[src/include/gp_irq_defines.vh]
// Register map, field layout and reset values of the pin and system
// error interrupt capture block.
// Assumes a 32-bit classic Wishbone slave with one byte per word.
`ifndef GP_IRQ_DEFINES_VH
`define GP_IRQ_DEFINES_VH

// Register indices; byte address is four times the index
`define PIN_PEND_IDX   11'h604
`define PIN_MASK_IDX   11'h605
`define PIN_TRIG_IDX   11'h606
`define PIN_POL_IDX    11'h607
`define SYS_PEND_L_IDX 11'h608
`define SYS_PEND_H_IDX 11'h609
`define SYS_MASK_L_IDX 11'h60a
`define SYS_MASK_H_IDX 11'h60b

// Reset values
`define PIN_PEND_RST   8'h00
`define PIN_MASK_RST   8'h00
`define PIN_TRIG_RST   8'h00
`define PIN_POL_RST    8'h00
`define SYS_PEND_RST   16'h0000
`define SYS_MASK_RST   16'h0000

// System error source bit positions
`define SYS_CLK_FAILSAFE   15
`define SYS_CLK_FALLBACK   14
`define SYS_BRIDGE_DISCARD 13
`define SYS_VCMEM_DISCARD  12
`define SYS_DMEM_DISCARD   11
`define SYS_BRIDGE_PROTO   10
`define SYS_VCMEM_PROTO    9
`define SYS_DMEM_PROTO     8
`define SYS_MASTER_FATAL   7
`define SYS_EXTBUF_LOCK    6
`define SYS_EXTBUF_STALL   5
`define SYS_STALL_WARN     4
`define SYS_OVERWRITE_WARN 3
`define SYS_INITIAL_WARN   2
`define SYS_SCRATCH_OVF    1
`define SYS_FIFO_OVF       0

`endif

[src/gp_pin_and_syserr_irq_capture.v]
// Interrupt capture for eight general-purpose pins and sixteen
// internal system error sources, with a Wishbone register slave.
// Assumes error inputs are synchronous to mclk; pins pass a two-stage synchroniser.
//
// What this block does
// Latch each pin detection into pending bit
// Writing one clears that bit only
// Pending reads zero after reset, one pending
// Each pin interrupt maskable by mask bit
// Mask one enables, zero masks, resets zero
// Polarity zero falling/low, one rising/high
// Edge/level plus polarity choose four detections
// Source 15 failsafe, 14 fallback
// Sources 13..11 discard timer expiries
// Sources 10..8 target protocol errors
// Sources 7..2 master and buffer errors
// Source 1 scratchpad, 0 queue overflow
// System sources latched in two pending bytes
// System sources masked by two mask bytes
// Pending ignores mask; AND feeds request
// Edges from consecutive samples; edge mode at reset
`include "gp_irq_defines.vh"

module gp_pin_and_syserr_irq_capture #(
   parameter PINS = 8                   // General-purpose pin count
) (
   // Clock and reset
   input  wire                mclk,
   input  wire                rst,
   // Wishbone slave
   input  wire                cyc_i,
   input  wire                stb_i,
   input  wire                we_i,
   input  wire [31:0]         adr_i,
   input  wire [3:0]          sel_i,
   input  wire [31:0]         dat_i,
   output reg  [31:0]         dat_o,
   output reg                 ack_o,
   // General-purpose pins
   input  wire [PINS-1:0]     general_purpose_pins,
   // Internal system error sources
   input  wire                syserr_clock_failsafe,
   input  wire                syserr_clock_fallback,
   input  wire                syserr_bridge_discard_timeout,
   input  wire                syserr_vcmem_discard_timeout,
   input  wire                syserr_datamem_discard_timeout,
   input  wire                syserr_bridge_protocol_fault,
   input  wire                syserr_vcmem_protocol_fault,
   input  wire                syserr_datamem_protocol_fault,
   input  wire                syserr_master_fatal,
   input  wire                syserr_extbuf_lock,
   input  wire                syserr_extbuf_stall,
   input  wire                syserr_extbuf_stall_warn,
   input  wire                syserr_extbuf_overwrite_warn,
   input  wire                syserr_extbuf_initial_warn,
   input  wire                syserr_scratchpad_overflow,
   input  wire                syserr_event_fifo_overflow,
   // Combined interrupt request
   output reg                 irq
);

   // Software visible registers
   reg  [PINS-1:0] pin_pend;            // Pin event pending
   reg  [PINS-1:0] pin_mask;            // Pin event unmask
   reg  [PINS-1:0] pin_trig;            // One selects level mode
   reg  [PINS-1:0] pin_pol;             // Trigger sense
   reg  [15:0]     sys_pend;            // System error pending
   reg  [15:0]     sys_mask;            // System error unmask

   // Pin sampling pipeline
   reg  [PINS-1:0] pin_sync1;           // First synchroniser stage
   reg  [PINS-1:0] pin_sync2;           // Second synchroniser stage
   reg  [PINS-1:0] pin_prev;            // Previous sample of stage two
   wire [PINS-1:0] pin_hit;             // Detection this cycle

   // Bus decode
   wire [10:0]     reg_idx;             // Word index of access
   wire            bus_req;             // Request present
   wire            wr_fire;             // Write takes effect now
   wire [7:0]      wr_byte;             // Low byte lane data
   reg  [31:0]     next_dat;            // Read data to register

   // Next register values
   reg  [PINS-1:0] next_pin_pend;
   reg  [15:0]     next_sys_pend;
   wire [15:0]     sys_src;             // System sources as a vector

   // Map each system source to its fixed bit
   assign sys_src[`SYS_CLK_FAILSAFE]   = syserr_clock_failsafe;
   assign sys_src[`SYS_CLK_FALLBACK]   = syserr_clock_fallback;
   assign sys_src[`SYS_BRIDGE_DISCARD] =
      syserr_bridge_discard_timeout;
   assign sys_src[`SYS_VCMEM_DISCARD]  =
      syserr_vcmem_discard_timeout;
   assign sys_src[`SYS_DMEM_DISCARD]   =
      syserr_datamem_discard_timeout;
   assign sys_src[`SYS_BRIDGE_PROTO]   =
      syserr_bridge_protocol_fault;
   assign sys_src[`SYS_VCMEM_PROTO]    =
      syserr_vcmem_protocol_fault;
   assign sys_src[`SYS_DMEM_PROTO]     =
      syserr_datamem_protocol_fault;
   assign sys_src[`SYS_MASTER_FATAL]   = syserr_master_fatal;
   assign sys_src[`SYS_EXTBUF_LOCK]    = syserr_extbuf_lock;
   assign sys_src[`SYS_EXTBUF_STALL]   = syserr_extbuf_stall;
   assign sys_src[`SYS_STALL_WARN]     =
      syserr_extbuf_stall_warn;
   assign sys_src[`SYS_OVERWRITE_WARN] =
      syserr_extbuf_overwrite_warn;
   assign sys_src[`SYS_INITIAL_WARN]   =
      syserr_extbuf_initial_warn;
   assign sys_src[`SYS_SCRATCH_OVF]    =
      syserr_scratchpad_overflow;
   assign sys_src[`SYS_FIFO_OVF]       =
      syserr_event_fifo_overflow;

   // Bus decode; index from the word address bits
   assign reg_idx = adr_i[12:2];
   assign bus_req = cyc_i & stb_i;
   // Write lands on the edge where the master sees ack
   assign wr_fire = bus_req & we_i & ack_o & sel_i[0];
   assign wr_byte = dat_i[7:0];

   // Per-pin detector: four modes from level flag and polarity
   genvar g;
   generate
      for (g = 0; g < PINS; g = g + 1) begin : det
         wire s;                        // Current sample
         wire p;                        // Previous sample
         assign s = pin_sync2[g];
         assign p = pin_prev[g];
         // Level mode fires every cycle the level holds
         assign pin_hit[g] = pin_trig[g] ?
            (pin_pol[g] ? s : ~s) :
            (pin_pol[g] ? (s & ~p) : (~s & p));
      end
   endgenerate

   // Pin sampling: two stages, then previous-sample register
   always @(posedge mclk or posedge rst) begin
      if (rst) begin
         pin_sync1 <= {PINS{1'b0}};
         pin_sync2 <= {PINS{1'b0}};
         pin_prev  <= {PINS{1'b0}};
      end else begin
         pin_sync1 <= general_purpose_pins;
         pin_sync2 <= pin_sync1;
         pin_prev  <= pin_sync2;
      end
   end

   // Pending update: a detection wins over a same-cycle clear
   always @* begin
      next_pin_pend = pin_pend;
      next_sys_pend = sys_pend;
      // Write one clears only that bit
      if (wr_fire && reg_idx == `PIN_PEND_IDX) begin
         next_pin_pend = pin_pend & ~wr_byte[PINS-1:0];
      end
      if (wr_fire && reg_idx == `SYS_PEND_L_IDX) begin
         next_sys_pend[7:0] = sys_pend[7:0] & ~wr_byte;
      end
      if (wr_fire && reg_idx == `SYS_PEND_H_IDX) begin
         next_sys_pend[15:8] = sys_pend[15:8] & ~wr_byte;
      end
      // Capture regardless of mask
      next_pin_pend = next_pin_pend | pin_hit;
      next_sys_pend = next_sys_pend | sys_src;
   end

   // Pending registers
   always @(posedge mclk or posedge rst) begin
      if (rst) begin
         pin_pend <= `PIN_PEND_RST;
         sys_pend <= `SYS_PEND_RST;
      end else begin
         pin_pend <= next_pin_pend;
         sys_pend <= next_sys_pend;
      end
   end

   // Control registers written by software
   always @(posedge mclk or posedge rst) begin
      if (rst) begin
         pin_mask <= `PIN_MASK_RST;
         pin_trig <= `PIN_TRIG_RST;
         pin_pol  <= `PIN_POL_RST;
         sys_mask <= `SYS_MASK_RST;
      end else if (wr_fire) begin
         case (reg_idx)
            `PIN_MASK_IDX: begin
               pin_mask <= wr_byte[PINS-1:0];
            end
            `PIN_TRIG_IDX: begin
               pin_trig <= wr_byte[PINS-1:0];
            end
            `PIN_POL_IDX: begin
               pin_pol <= wr_byte[PINS-1:0];
            end
            `SYS_MASK_L_IDX: begin
               sys_mask[7:0] <= wr_byte;
            end
            `SYS_MASK_H_IDX: begin
               sys_mask[15:8] <= wr_byte;
            end
            default: begin
               // Other offsets hold no writable control
            end
         endcase
      end
   end

   // Read multiplexer; unmapped offsets read zero
   always @* begin
      next_dat = 32'h0000_0000;
      case (reg_idx)
         `PIN_PEND_IDX: begin
            next_dat[PINS-1:0] = pin_pend;
         end
         `PIN_MASK_IDX: begin
            next_dat[PINS-1:0] = pin_mask;
         end
         `PIN_TRIG_IDX: begin
            next_dat[PINS-1:0] = pin_trig;
         end
         `PIN_POL_IDX: begin
            next_dat[PINS-1:0] = pin_pol;
         end
         `SYS_PEND_L_IDX: begin
            next_dat[7:0] = sys_pend[7:0];
         end
         `SYS_PEND_H_IDX: begin
            next_dat[7:0] = sys_pend[15:8];
         end
         `SYS_MASK_L_IDX: begin
            next_dat[7:0] = sys_mask[7:0];
         end
         `SYS_MASK_H_IDX: begin
            next_dat[7:0] = sys_mask[15:8];
         end
         default: begin
            next_dat = 32'h0000_0000;
         end
      endcase
   end

   // Bus answer: ack one cycle after request, dropped after one
   always @(posedge mclk or posedge rst) begin
      if (rst) begin
         ack_o <= 1'b0;
         dat_o <= 32'h0000_0000;
      end else begin
         ack_o <= bus_req & ~ack_o;
         // Read data is captured with the ack
         if (bus_req && !ack_o && !we_i) begin
            dat_o <= next_dat;
         end
      end
   end

   // Combined request: only unmasked pending bits
   always @(posedge mclk or posedge rst) begin
      if (rst) begin
         irq <= 1'b0;
      end else begin
         irq <= (|(pin_pend & pin_mask)) |
                (|(sys_pend & sys_mask));
      end
   end

endmodule // gp_pin_and_syserr_irq_capture

[config.mk]
export PLATFORM = sky130hd
export DESIGN_NAME = gp_pin_and_syserr_irq_capture
export DESIGN_NICKNAME = d
export VERILOG_FILES = /design/src/gp_pin_and_syserr_irq_capture.v
export VERILOG_INCLUDE_DIRS = /design/src /design/src/include
export SDC_FILE = /design/constraint.sdc
export NUM_CORES = 1
export LEC_CHECK = 0
export ABC_AREA = 1
export ABC_CLOCK_PERIOD_IN_PS = 8900
export BUFFER_PORTS_ARGS = -buffer_cell sky130_fd_sc_hd__clkbuf_2
export CORE_MARGIN = 2
export CORE_UTILIZATION = 35
export CTS_BUF_LIST = sky130_fd_sc_hd__clkbuf_8
export DETAILED_ROUTE_END_ITERATION = 10
export PLACE_DENSITY = 0.61
export RECOVER_POWER = 25
export SLEW_MARGIN = 20
export SYNTH_ARGS = -nofsm -noshare
export SYNTH_HDL_FRONTEND = slang
export SYNTH_SLANG_ARGS = --single-unit
[constraint.sdc]
create_clock -name mclk -period 8.9 [get_ports mclk]
set_input_delay 1.78 -clock mclk [delete_from_list [all_inputs] [get_ports mclk]]
set_output_delay 1.78 -clock mclk [all_outputs]
set_load 0.01 [all_outputs]
After elaboration in Yosys (flattened, before gate mapping)
Cells that the tools add are included.
{"block": "totals", "register_bits": 98, "wordCells": 110, "out_inout_bits": 34}
{"block": "op_classes", "eq_ne": 8, "reduce_logical": 14, "n_mux": 28, "bitwise": 47}
{"op": "$eq 11x11->1 const B", "n": 8}
{"op": "$pmux 8 s8", "n": 1}
{"op": "$and 8x8->8", "n": 4}
{"op": "$mux 1", "n": 24}
{"op": "$mux 8", "n": 3}
{"op": "$and 1x1->1", "n": 21}
{"op": "$not 1->1", "n": 17}
{"op": "$and 16x16->16", "n": 1}
{"op": "$or 16x16->16", "n": 1}
{"op": "$reduce_or 16->1", "n": 1}
{"op": "$reduce_and 2->1", "n": 5}
{"op": "$not 8->8", "n": 1}
{"op": "$or 8x8->8", "n": 1}
{"op": "$reduce_or 8->1", "n": 1}
{"op": "$logic_and 1x1->1", "n": 5}
{"op": "$logic_not 1->1", "n": 2}
{"op": "$or 1x1->1", "n": 1}

Depth between registers and ports, before layout
Gate-level depths: netlist (run 1).
{"block": "logic_depth", "depth_word": 7, "depth_mapped": 11, "ltp_nobuf": 10}

Worst setup path before layout (run 1)
Ideal clock, no wire load.
{"block": "synth_timing", "kind": "input to register", "start": "in adr_i[4]", "end": "reg sys_mask[0]", "path_buffers": 1, "stages": 8, "path_slack_ns": 6.015, "required_ns": 8.781, "t_arrival_ns": 2.766, "path_cell_list": "inv_1 -> nand2_1 -> nor2_2 -> nand2_1 -> nor2_4 -> buf_6 -> nand2_1 -> o21a_1"}
{"block": "synth_between", "elab_chain_cells": 2}
{"element": "start: declaration", "line": "gp_pin_and_syserr_irq_capture.v:34", "source": "input wire [31:0] adr_i,"}
{"element": "$eq 11x11->1", "line": "gp_pin_and_syserr_irq_capture.v:190", "source": "case (reg_idx)"}
{"element": "$reduce_and 2->1 (no source line)"}
{"element": "end signal: assignment", "line": "gp_pin_and_syserr_irq_capture.v:188", "source": "sys_mask <= `SYS_MASK_RST;"}
{"element": "end signal: assignment", "line": "gp_pin_and_syserr_irq_capture.v:201", "source": "sys_mask[7:0] <= wr_byte;"}
{"element": "end: declaration", "line": "gp_pin_and_syserr_irq_capture.v:68", "source": "reg [15:0] sys_mask;"}
No other way between the ends.
A chain may end at the register's enable or synchronous reset.

==> results of run 1 <==
==> routing by layer <==
layer  up-vias  global-route usage  wire, µm
met4         0              0.0805       293
met5         -                   0         0
met3        21              0.0290       627
met2       134               0.245      4950
li1       1918                   -         -
met1      1778               0.226      5240
==> cells by family (layout without fill, tap and decap cells) <==
| family | count (synthesis) | count (layout) | share of synthesized area |
|---|---|---|---|
| AO/OA/AOI/OAI | 59 | 59 | 0.0798 |
| buffers and inverters | 82 | 121 | 0.0973 |
| flip-flops | 98 | 98 | 0.506 |
| other | 1 | 24 | 0.000774 |
| AND/OR/NAND/NOR | 333 | 333 | 0.316 |
==> synthesized netlist by cell type <==
master / n
sky130_fd_sc_hd__conb_1: 1
sky130_fd_sc_hd__buf_4: 24
sky130_fd_sc_hd__nand3_4: 3
sky130_fd_sc_hd__nor3_1: 1
sky130_fd_sc_hd__o21a_1: 24
sky130_fd_sc_hd__nor3_4: 1
sky130_fd_sc_hd__buf_8: 1
sky130_fd_sc_hd__nor4_4: 2
sky130_fd_sc_hd__a22o_1: 1
sky130_fd_sc_hd__o21ai_0: 24
sky130_fd_sc_hd__nor2_4: 4
sky130_fd_sc_hd__nor2_2: 4
sky130_fd_sc_hd__a221oi_1: 2
sky130_fd_sc_hd__nor2_8: 1
sky130_fd_sc_hd__nand4_1: 4
sky130_fd_sc_hd__nor3_2: 1
sky130_fd_sc_hd__buf_2: 2
sky130_fd_sc_hd__nand4_4: 1
sky130_fd_sc_hd__buf_6: 8
sky130_fd_sc_hd__nand2_4: 1
sky130_fd_sc_hd__nand2_1: 200
sky130_fd_sc_hd__nand3_1: 72
sky130_fd_sc_hd__nor2_1: 36
sky130_fd_sc_hd__nand2_2: 2
sky130_fd_sc_hd__inv_1: 47
sky130_fd_sc_hd__o211ai_1: 8
sky130_fd_sc_hd__dfrtp_1: 98
==> cell usage in the layout (no fill, tap or decap), types with 8 or more instances in the layout <==
cell / Yosys / layout
sky130_fd_sc_hd__nand2_1: 200 / 200
sky130_fd_sc_hd__dfrtp_1: 98 / 98
sky130_fd_sc_hd__nand3_1: 72 / 72
sky130_fd_sc_hd__clkbuf_2: 0 / 57
sky130_fd_sc_hd__inv_1: 47 / 48
sky130_fd_sc_hd__nor2_1: 36 / 36
sky130_fd_sc_hd__o21ai_0: 24 / 24
sky130_fd_sc_hd__o21a_1: 24 / 24
sky130_fd_sc_hd__conb_1: 1 / 24
sky130_fd_sc_hd__clkbuf_8: 0 / 11
sky130_fd_sc_hd__o211ai_1: 8 / 8
==> layout make-up <==
type	count	area, µm²
fillers	1409	8390
inverters	47	178
flip-flops and latches	98	2450
repair buffers	59	297
clock buffers	11	151
well taps	180	225
clock inverters	4	20.0
multi-input cells	416	2010
==> power breakdown <==
group	switching (W)	internal, W	total, W
Combinational	0.0000350	0.0000121	0.0000471
Clock	0.000155	0.000113	0.000268
Sequential	0.00000325	0.000451	0.000454
Total	0.000193	0.000576	0.000769
==> stage by stage <==
step           cell area [µm²]  hold WS [ps]
2_1_floorplan             4930           331
3_3_place_gp              5160           336
3_5_place_dp              5160           336
4_1_cts                   5340           355
5_1_grt                   5330           373
6_report                  5330           353
==> final timing paths <==
kind / cells past startpoint / end
setup reg to reg: 5 / sys_pend[12]$_DFF_PP0_
hold reg to reg: 0 / pin_sync2[2]$_DFF_PP0_
min in group asynchronous: 2 / pin_sync1[3]$_DFF_PP0_
setup / recovery: 3 / pin_pol[4]$_DFFE_PP0P_
hold / removal: 0 / pin_sync2[2]$_DFF_PP0_
max in group mclk: 8 / sys_mask[3]$_DFFE_PP0P_
==> sequential cells by signal, indices dropped and copies added, names as in the netlist <==
signal     cells
pin_sync1      8
ack_o          1
pin_pol        8
sys_pend      16
dat_o          8
sys_mask      16
pin_sync2      8
pin_prev       8
pin_trig       8
pin_mask       8
irq            1
pin_pend       8
==> reports/qor.txt, run 1 <==
Status: complete, but fails checks
Failing checks: capacitance limit, slew limit
Transition at the pin with the smallest max-transition slack: 1870 ps
Resize count post-CTS: 0
Share of Yosys cell area claimed by the top area cell type: 0.506
Starting DRC count in detailed routing: 252
I/O pin total: 131
Total standard cell area after synthesis: 4850 µm²
Number of buffers added for setup after CTS: 0
Clk Tree Root Cell: sky130_fd_sc_hd__clkbuf_8
Routed wirelength normalized by instance count: 13.6 µm
Core occupancy in the finished layout: 0.389
Placer's final routability congestion estimate: 0.829
P&R area growth vs syn: 10.0%
Final instance count without filler cells: 815
Final antenna-violating net count: 0
Element type at the critical path end: asynchronous set/reset pin
Per-cell via count in the routed design: 4.73
Worst-case register-to-register setup slack: 7180 ps
Kind of critical path: in2async
Number of pins with negative max-slew slack in the final report: 42
Required time of the critical path: 9330 ps
Number of buffers on the longest clock path: 2
Maximum number of pins on one net before global-route repair: 63
Final routed wirelength across all metal layers: 11.1 mm
Biggest area contributors in the synthesized netlist: sky130_fd_sc_hd__dfrtp_1 (51%), sky130_fd_sc_hd__nand2_1 (15%), sky130_fd_sc_hd__nand3_1 (7.4%)
Startpoint kind of the worst setup timing path: input port
Die Footprint: 14800 µm²
Gate family responsible for the most delay along the worst path: buffers and inverters
Arrival time reported for the critical path endpoint: 3750 ps
Worst slack, placed: 5200 ps
Number of cells after detailed placement: 800
GRT Total Usage: 0.163
Starting density of the core: 0.353
Number of antenna violations at the first check in global routing: 0
Length of the first detailed-routing pass in iterations: 5
Min-delay src: pin_sync1[2]$_DFF_PP0_
Bufs and invs on worst path: 3
Synth Register Bits: 98
Std-Cell Core Area: 13700 µm²
Synth warnings: 0
R2R Path Start: ack_o$_DFF_PP0_
Worst-Skew Late Latency: 380 ps
Fraction of the cycle the final worst path needs: 0.373
Clock sink count: 98
Max Clock Freq: 0.301 GHz
Netlist cell types: 27
Mean area per synthesized cell: 8.46 µm²
Power per cell area: 144 nW/µm²
# H-tree levels: 3
Post-synthesis sequential area ratio: 0.506
Net total in the final layout: 728
Placement row count: 43
Remaining global-route overflow: 0
Global-route wire length before repair: 18.3 mm
Clock tree from TritonCTS: done
DP HPWL: 8.07 mm
Reg clk slew, reported paths: 90 ps
Diode count: 0
Worst supply voltage drop on vdd: 0.0732 mV
Count of hold buffers inserted by post-cts repair: 0
Leakage power: 2.78 nW
DRC violation count after routing: 0
Highest-delay cell along the critical path: sky130_fd_sc_hd__clkinvlp_2
Die span in x: 122 µm
Setup tns final: 0 ps
Via total after detailed routing: 3851
Number of global-route vias before repair: 3548
Final count of hold timing violations: 0
PnR worst setup slack: 5580 ps
Post-route minimum period: 3320 ps
Endpoints failing setup: 0
Crit Path Max Fanout: 58
Max Cap Violations: 1
Share of post-route cells with drive strength above 1: 0.145
Worst setup path start: rst
Ordered list of cells on the worst path: clkbuf_1, clkinvlp_2, buf_4
Slowest cell delay on critical path: 1060 ps
Gate count after technology mapping: 573
Die Y: 122 µm
Unrepaired setup endpoints after global routing: false
Synth area leader: sky130_fd_sc_hd__dfrtp_1
Worst slew slack as a fraction of its limit: -0.253
Classification of the worst-slack hold path: reg2reg
Maximum clock skew at final layout: 6.95 ps
Buffers on Ports: 58
CTS buffer count: 9
Total power after layout: 0.000769 W
(Power assumes the default switching activity.)
==> run 2, diff against run 1 <==
--- a/config.mk
+++ b/config.mk
@@ -7,7 +7,7 @@
 export NUM_CORES = 1
 export LEC_CHECK = 0
 export ABC_AREA = 1
-export ABC_CLOCK_PERIOD_IN_PS = 8900
+export ABC_CLOCK_PERIOD_IN_PS = 3200
 export BUFFER_PORTS_ARGS = -buffer_cell sky130_fd_sc_hd__clkbuf_2
 export CORE_MARGIN = 2
 export CORE_UTILIZATION = 35
==> constraint.sdc (replaced) <==
create_clock -name mclk -period 3.2 [get_ports mclk]
set_input_delay 0.64 -clock mclk [delete_from_list [all_inputs] [get_ports mclk]]
set_output_delay 0.64 -clock mclk [all_outputs]
set_load 0.01 [all_outputs]
==> reports/qor.txt, run 2 (same netlist as run 1, synthesis figures left out) <==
Via total after detailed routing: 3832 (was 3851)
Arrival time reported for the critical path endpoint: 2180 ps (was 3750 ps)
Final routed wirelength across all metal layers: 11.0 mm (was 11.1 mm)
Std-Cell Core Area: 13700 µm² (unchanged)
Max Clock Freq: 0.517 GHz
P&R area growth vs syn: 11.1% (was 10.0%)
# H-tree levels: 3 (unchanged)
Status: finished clean (was complete, but fails checks)
R2R Path Start: ack_o$_DFF_PP0_ (unchanged)
Number of global-route vias before repair: 3735 (was 3548)
Placement row count: 43 (unchanged)
Routed wirelength normalized by instance count: 13.4 µm (was 13.6 µm)
Maximum number of pins on one net before global-route repair: 99 (was 63)
Diode count: 0 (unchanged)
Number of buffers on the longest clock path: 2 (unchanged)
Placer's final routability congestion estimate: 0.853 (was 0.829)
Endpoints failing setup: 0 (unchanged)
Number of antenna violations at the first check in global routing: 0 (unchanged)
Share of post-route cells with drive strength above 1: 0.152 (was 0.145)
Length of the first detailed-routing pass in iterations: 5 (unchanged)
Transition at the pin with the smallest max-transition slack: 718 ps (was 1870 ps)
Element type at the critical path end: flop (was asynchronous set/reset pin)
Count of hold buffers inserted by post-cts repair: 0 (unchanged)
Core occupancy in the finished layout: 0.393 (was 0.389)
Starting DRC count in detailed routing: 294 (was 252)
Crit Path Max Fanout: 48 (was 58)
Resize count post-CTS: 0 (unchanged)
Setup tns final: 0 ps (unchanged)
Most common library cell in the layout ignoring fill and taps: sky130_fd_sc_hd__nand2_1 (unchanged)
Post-route minimum period: 1940 ps
Number of buffers added for setup after CTS: 0 (unchanged)
CTS buffer count: 9 (unchanged)
Clk Tree Root Cell: sky130_fd_sc_hd__clkbuf_8 (unchanged)
Die span in x: 122 µm (unchanged)
Buffers on Ports: 58 (unchanged)
Net total in the final layout: 729 (was 728)
Number of pins with negative max-slew slack in the final report: 0 (was 42)
Min-delay src: pin_sync1[5]$_DFF_PP0_ (was pin_sync1[2]$_DFF_PP0_)
Remaining global-route overflow: 0 (unchanged)
Largest registers: sys_mask x16, sys_pend x16 (unchanged)
Fraction of the cycle the final worst path needs: 0.605
Number of cells after detailed placement: 801 (was 800)
Clock sink count: 98 (unchanged)
Starting density of the core: 0.353 (unchanged)
Worst hold margin: 355 ps (was 353 ps)
Startpoint kind of the worst setup timing path: input port (unchanged)
Worst supply voltage drop on vdd: 0.167 mV (was 0.0732 mV)
Max Cap Violations: 0 (was 1)
DRC violation count after routing: 0 (unchanged)
DP HPWL: 7.95 mm (was 8.07 mm)
Commonest cells after routing, fill and taps aside: sky130_fd_sc_hd__nand2_1 (200), sky130_fd_sc_hd__dfrtp_1 (98), sky130_fd_sc_hd__nand3_1 (72) (unchanged)
Required time of the critical path: 3450 ps (was 9330 ps)
GRT Total Usage: 0.164 (was 0.163)
Die Y: 122 µm (unchanged)
Power per cell area: 412 nW/µm² (was 144 nW/µm²)
Clock tree from TritonCTS: done (unchanged)
Unrepaired setup endpoints after global routing: false (unchanged)
Total power after layout: 0.00222 W (was 0.000769 W)
Per-cell via count in the routed design: 4.69 (was 4.73)
Final antenna-violating net count: 0 (unchanged)
I/O pin total: 131 (unchanged)
Worst-Skew Late Latency: 370 ps (was 380 ps)
Worst setup path start: adr_i[9] (was rst)
Maximum clock skew at final layout: 8.14 ps (was 6.95 ps)
Final instance count without filler cells: 817 (was 815)
Final count of hold timing violations: 0 (unchanged)
Global-route wire length before repair: 18.7 mm (was 18.3 mm)
Reg clk slew, reported paths: 90 ps (about the same)
Kind of critical path: in2reg (was in2async)
Worst slew slack as a fraction of its limit: 0.518 (was -0.253)
Classification of the worst-slack hold path: reg2reg (unchanged)
Leakage power: 2.80 nW (was 2.78 nW)
Die Footprint: 14800 µm² (unchanged)
==> run 2: routing by layer <==
layer | vias up | global-route usage | wire, µm
li1 | 1918 | - | -
met1 | 1772 | 0.222 | 5190
met2 | 125 | 0.256 | 4950
met3 | 17 | 0.0286 | 562
met4 | 0 | 0.0747 | 283
met5 | - | 0 | 0
==> run 2: critical path: stages <==
cell	delay, ps
sky130_fd_sc_hd__clkbuf_2	80
sky130_fd_sc_hd__nor2_2	140
sky130_fd_sc_hd__nand2_4	130
sky130_fd_sc_hd__nor2_8	230
sky130_fd_sc_hd__buf_4	480
sky130_fd_sc_hd__nand3_4	250
sky130_fd_sc_hd__nand2_1	120
sky130_fd_sc_hd__o21ai_0	90
==> run 2: worst paths after layout <==
check | depth (start not counted) | slack, ps | endpoint
min in group asynchronous | 3 | 380 | pin_sync1[3]$_DFF_PP0_
max reg2reg | 5 | 1470 | sys_pend[9]$_DFF_PP0_
max in group asynchronous | 3 | 2400 | sys_mask[15]$_DFFE_PP0P_
min | 0 | 360 | pin_sync2[5]$_DFF_PP0_
max | 8 | 1260 | pin_trig[7]$_DFFE_PP0P_
min reg2reg | 0 | 360 | pin_sync2[5]$_DFF_PP0_
==> run 2: layout make-up <==
class	instances	area, µm²
tap	180	225
multi-input combinational	416	2010
inverter	47	178
fill	1408	8330
clock buffer	11	151
clock inverter	5	52.6
timing repair buffer	60	318
sequential	98	2450
==> run 2: per-stage QoR <==
stage / setup slack (ps) / cell area [µm²]
after floorplan: 1400 / 4940
after global placement: 952 / 5180
after detailed placement: 889 / 5180
after CTS: 1270 / 5390
after global routing: 1100 / 5390
final: 1260 / 5390
==> run 2: report_power, final <==
group / switching [W] / internal, W / leakage, nW
Sequential: 0.00000941 / 0.00125 / 1.19
Clock: 0.000426 / 0.000400 / 0.105
Combinational: 0.0000969 / 0.0000357 / 1.51
==> run 3, diff against run 2 <==
--- a/config.mk
+++ b/config.mk
@@ -7,13 +7,13 @@
 export NUM_CORES = 1
 export LEC_CHECK = 0
 export ABC_AREA = 1
-export ABC_CLOCK_PERIOD_IN_PS = 3200
+export ABC_CLOCK_PERIOD_IN_PS = 1600
 export BUFFER_PORTS_ARGS = -buffer_cell sky130_fd_sc_hd__clkbuf_2
 export CORE_MARGIN = 2
 export CORE_UTILIZATION = 35
 export CTS_BUF_LIST = sky130_fd_sc_hd__clkbuf_8
 export DETAILED_ROUTE_END_ITERATION = 10
-export PLACE_DENSITY = 0.61
+export PLACE_DENSITY = 0.63
 export RECOVER_POWER = 25
 export SLEW_MARGIN = 20
 export SYNTH_ARGS = -nofsm -noshare
==> constraint.sdc (replaced) <==
create_clock -name mclk -period 1.6 [get_ports mclk]
set_input_delay 0.32 -clock mclk [delete_from_list [all_inputs] [get_ports mclk]]
set_output_delay 0.32 -clock mclk [all_outputs]
set_load 0.01 [all_outputs]
==> reports/qor.txt, run 3 (same netlist as run 1, synthesis figures left out) <==
Status: finished clean (unchanged)
Std-Cell Core Area: 13700 µm² (unchanged)
Largest registers: sys_mask x16, sys_pend x16 (unchanged)
# H-tree levels: 3 (unchanged)
Highest-delay cell along the critical path: sky130_fd_sc_hd__dfrtp_1 (was sky130_fd_sc_hd__buf_4)
Remaining global-route overflow: 0 (unchanged)
Global-route wire length before repair: 18.6 mm (was 18.7 mm)
Final antenna-violating net count: 0 (unchanged)
Placer's final routability congestion estimate: 0.810 (was 0.853)
Worst slew slack as a fraction of its limit: 0.616 (was 0.518)
Maximum clock skew at final layout: 16.1 ps (was 8.14 ps)
Die span in x: 122 µm (unchanged)
Final count of hold timing violations: 0 (unchanged)
Kind of critical path: reg2reg (was in2reg)
DP HPWL: 8.39 mm (was 7.95 mm)
I/O pin total: 131 (unchanged)
Max Clock Freq: 0.688 GHz
Maximum number of pins on one net before global-route repair: 52 (was 99)
Per-cell via count in the routed design: 4.68 (was 4.69)
PnR worst setup slack: 146 ps (was 1260 ps)
Commonest cells after routing, fill and taps aside: sky130_fd_sc_hd__nand2_1 (200), sky130_fd_sc_hd__dfrtp_1 (98), sky130_fd_sc_hd__nand3_1 (72) (unchanged)
Number of buffers on the longest clock path: 2 (unchanged)
Reg clk slew, reported paths: 100 ps (was 90 ps)
Number of antenna violations at the first check in global routing: 1 (was 0)
Clk Tree Root Cell: sky130_fd_sc_hd__clkbuf_8 (unchanged)
Transition at the pin with the smallest max-transition slack: 576 ps (was 718 ps)
DRC violation count after routing: 0 (unchanged)
Length of the first detailed-routing pass in iterations: 5 (unchanged)
Crit Path Max Fanout: 8 (was 48)
Required time of the critical path: 1870 ps (was 3450 ps)
Net total in the final layout: 748 (was 729)
CTS buffer count: 9 (unchanged)
P&R area growth vs syn: 15.0% (was 11.1%)
Worst slack, placed: -42.3 ps (was 889 ps)
Max layer used: met4 (unchanged)
Endpoints failing setup: 0 (unchanged)
Hold path depth: 1 (was 0)
GRT Total Usage: 0.165 (was 0.164)
Register-to-Register Path Depth: 6 (was 5)
Post-Layout Inst Area: 5570 µm² (was 5390 µm²)
Worst supply voltage drop on vdd: 0.341 mV (was 0.167 mV)
Unrepaired setup endpoints after global routing: false (unchanged)
Setup tns final: 0 ps (unchanged)
Buffers on Ports: 58 (unchanged)
Placement row count: 43 (unchanged)
Clock sink count: 98 (unchanged)
Most common library cell in the layout ignoring fill and taps: sky130_fd_sc_hd__nand2_1 (unchanged)
Routed met2 length: 5.33 mm (was 4.95 mm)
Element type at the critical path end: flop (unchanged)
Count of hold buffers inserted by post-cts repair: 1 (was 0)
Fraction of the cycle the final worst path needs: 0.909
Switching power of the nets: 0.00109 W (was 0.000532 W)
Total internal power: 0.00316 W (was 0.00169 W)
Starting DRC count in detailed routing: 271 (was 294)
Clock power share: 0.338 (was 0.372)
Routed met3 length: 738 µm (was 562 µm)
Starting density of the core: 0.353 (unchanged)
Most prevalent standard cell on the critical path: sky130_fd_sc_hd__nand2_1
Slowest cell delay on critical path: 450 ps (was 480 ps)
Routed wirelength normalized by instance count: 13.4 µm (about the same)
Worst-Skew Late Latency: 390 ps (was 370 ps)
Post-route minimum period: 1450 ps
Ordered list of cells on the worst path: nand4_4, buf_12, nor2_4, nand2_1, nand2_1, nand3_1 (was clkbuf_2, nor2_2, nand2_4, nor2_8, buf_4, nand3_4, nand2_1, o21ai_0)
Final routed wirelength across all metal layers: 11.2 mm (was 11.0 mm)
Number of pins with negative max-slew slack in the final report: 0 (unchanged)
Die Footprint: 14800 µm² (unchanged)
Leakage power: 2.91 nW (was 2.80 nW)
Startpoint kind of the worst setup timing path: flop (was input port)
Number of global-route vias before repair: 3660 (was 3735)
Arrival time reported for the critical path endpoint: 1720 ps (was 2180 ps)
Resize count post-CTS: 0 (unchanged)
Max Cap Violations: 0 (unchanged)
Diode count: 0 (unchanged)
Net switching share of the total power: 0.256 (was 0.239)
Classification of the worst-slack hold path: in2reg (was reg2reg)
Share of post-route cells with drive strength above 1: 0.174 (was 0.152)
Total power after layout: 0.00424 W (was 0.00222 W)
Part of the power in registers: 0.596 (was 0.569)
Number of buffers added for setup after CTS: 0 (unchanged)
Die Y: 122 µm (unchanged)
DRT met1 WL: 4.95 mm (was 5.19 mm)
Power per cell area: 761 nW/µm² (was 412 nW/µm²)
Via total after detailed routing: 3915 (was 3832)
Clock tree from TritonCTS: done (unchanged)
Placed inst area: 5410 µm² (was 5180 µm²)
Worst hold margin: 31.8 ps (was 355 ps)
Combinational cell fraction of total power: 0.067 (was 0.060)
[run 3: changes by cell type in the layout (fill, tap and decap cells not counted), sizes merged]
cell         previous run  this run
buf                     2        19
clkinv                  3         5
bufinv                  1         0
clkbuf                 69        68
dlygate4sd3             0         1
inv                    46        47
[run 3: worst max-delay path: cells and delay by family (launching register included)]
kind	cells	cell delay [ps]
buf+inv	1	210
flops	1	450
simple gates	5	680
[run 3: power by group through the flow]
stage	Clock, W	Combinational [W]	Sequential [W]
final	0.00143	0.000283	0.00253
after global routing	0.00161	0.000324	0.00253
after CTS	0.00148	0.000294	0.00253
after detailed placement	0	0.000292	0.00258
after global placement	0	0.000285	0.00257
after floorplan	0	0.000186	0.00257
[run 3: path summary, 6_finish.rpt]
path	startpoint	endpoint	slack (ps)
worst max-delay path	ack_o$_DFF_PP0_	pin_pend[6]$_DFF_PP0_	150
worst min register to register	pin_sync1[5]$_DFF_PP0_	pin_sync2[5]$_DFF_PP0_	360
max in group asynchronous	rst	sys_mask[4]$_DFFE_PP0P_	260
min in group asynchronous	rst	pin_pend[3]$_DFF_PP0_	410
worst min-delay path	general_purpose_pins[1]	pin_sync1[1]$_DFF_PP0_	30
worst max register to register	ack_o$_DFF_PP0_	pin_pend[6]$_DFF_PP0_	150
[run 3: cell type report]
cell class	count	area [µm²]
multi-input combinational	416	2010
fill	1388	8150
clock buffer	9	124
sequential	98	2450
inverter	47	178
timing repair buffer	79	538
tap	180	225
clock inverter	7	47.5
[run 3: routing by layer]
| layer | up-vias | track usage |
|---|---|---|
| met2 | 117 | 0.272 |
| met3 | 11 | 0.0403 |
| met5 | - | 0 |
| li1 | 1958 | - |
| met1 | 1829 | 0.216 |
| met4 | 0 | 0.0510 |
[run 3: metrics by stage]
stage          instances   util
2_1_floorplan        596      -
4_1_cts              836  0.407
5_1_grt              836  0.406
6_report             836  0.406
3_5_place_dp         819  0.394
3_3_place_gp         819  0.394
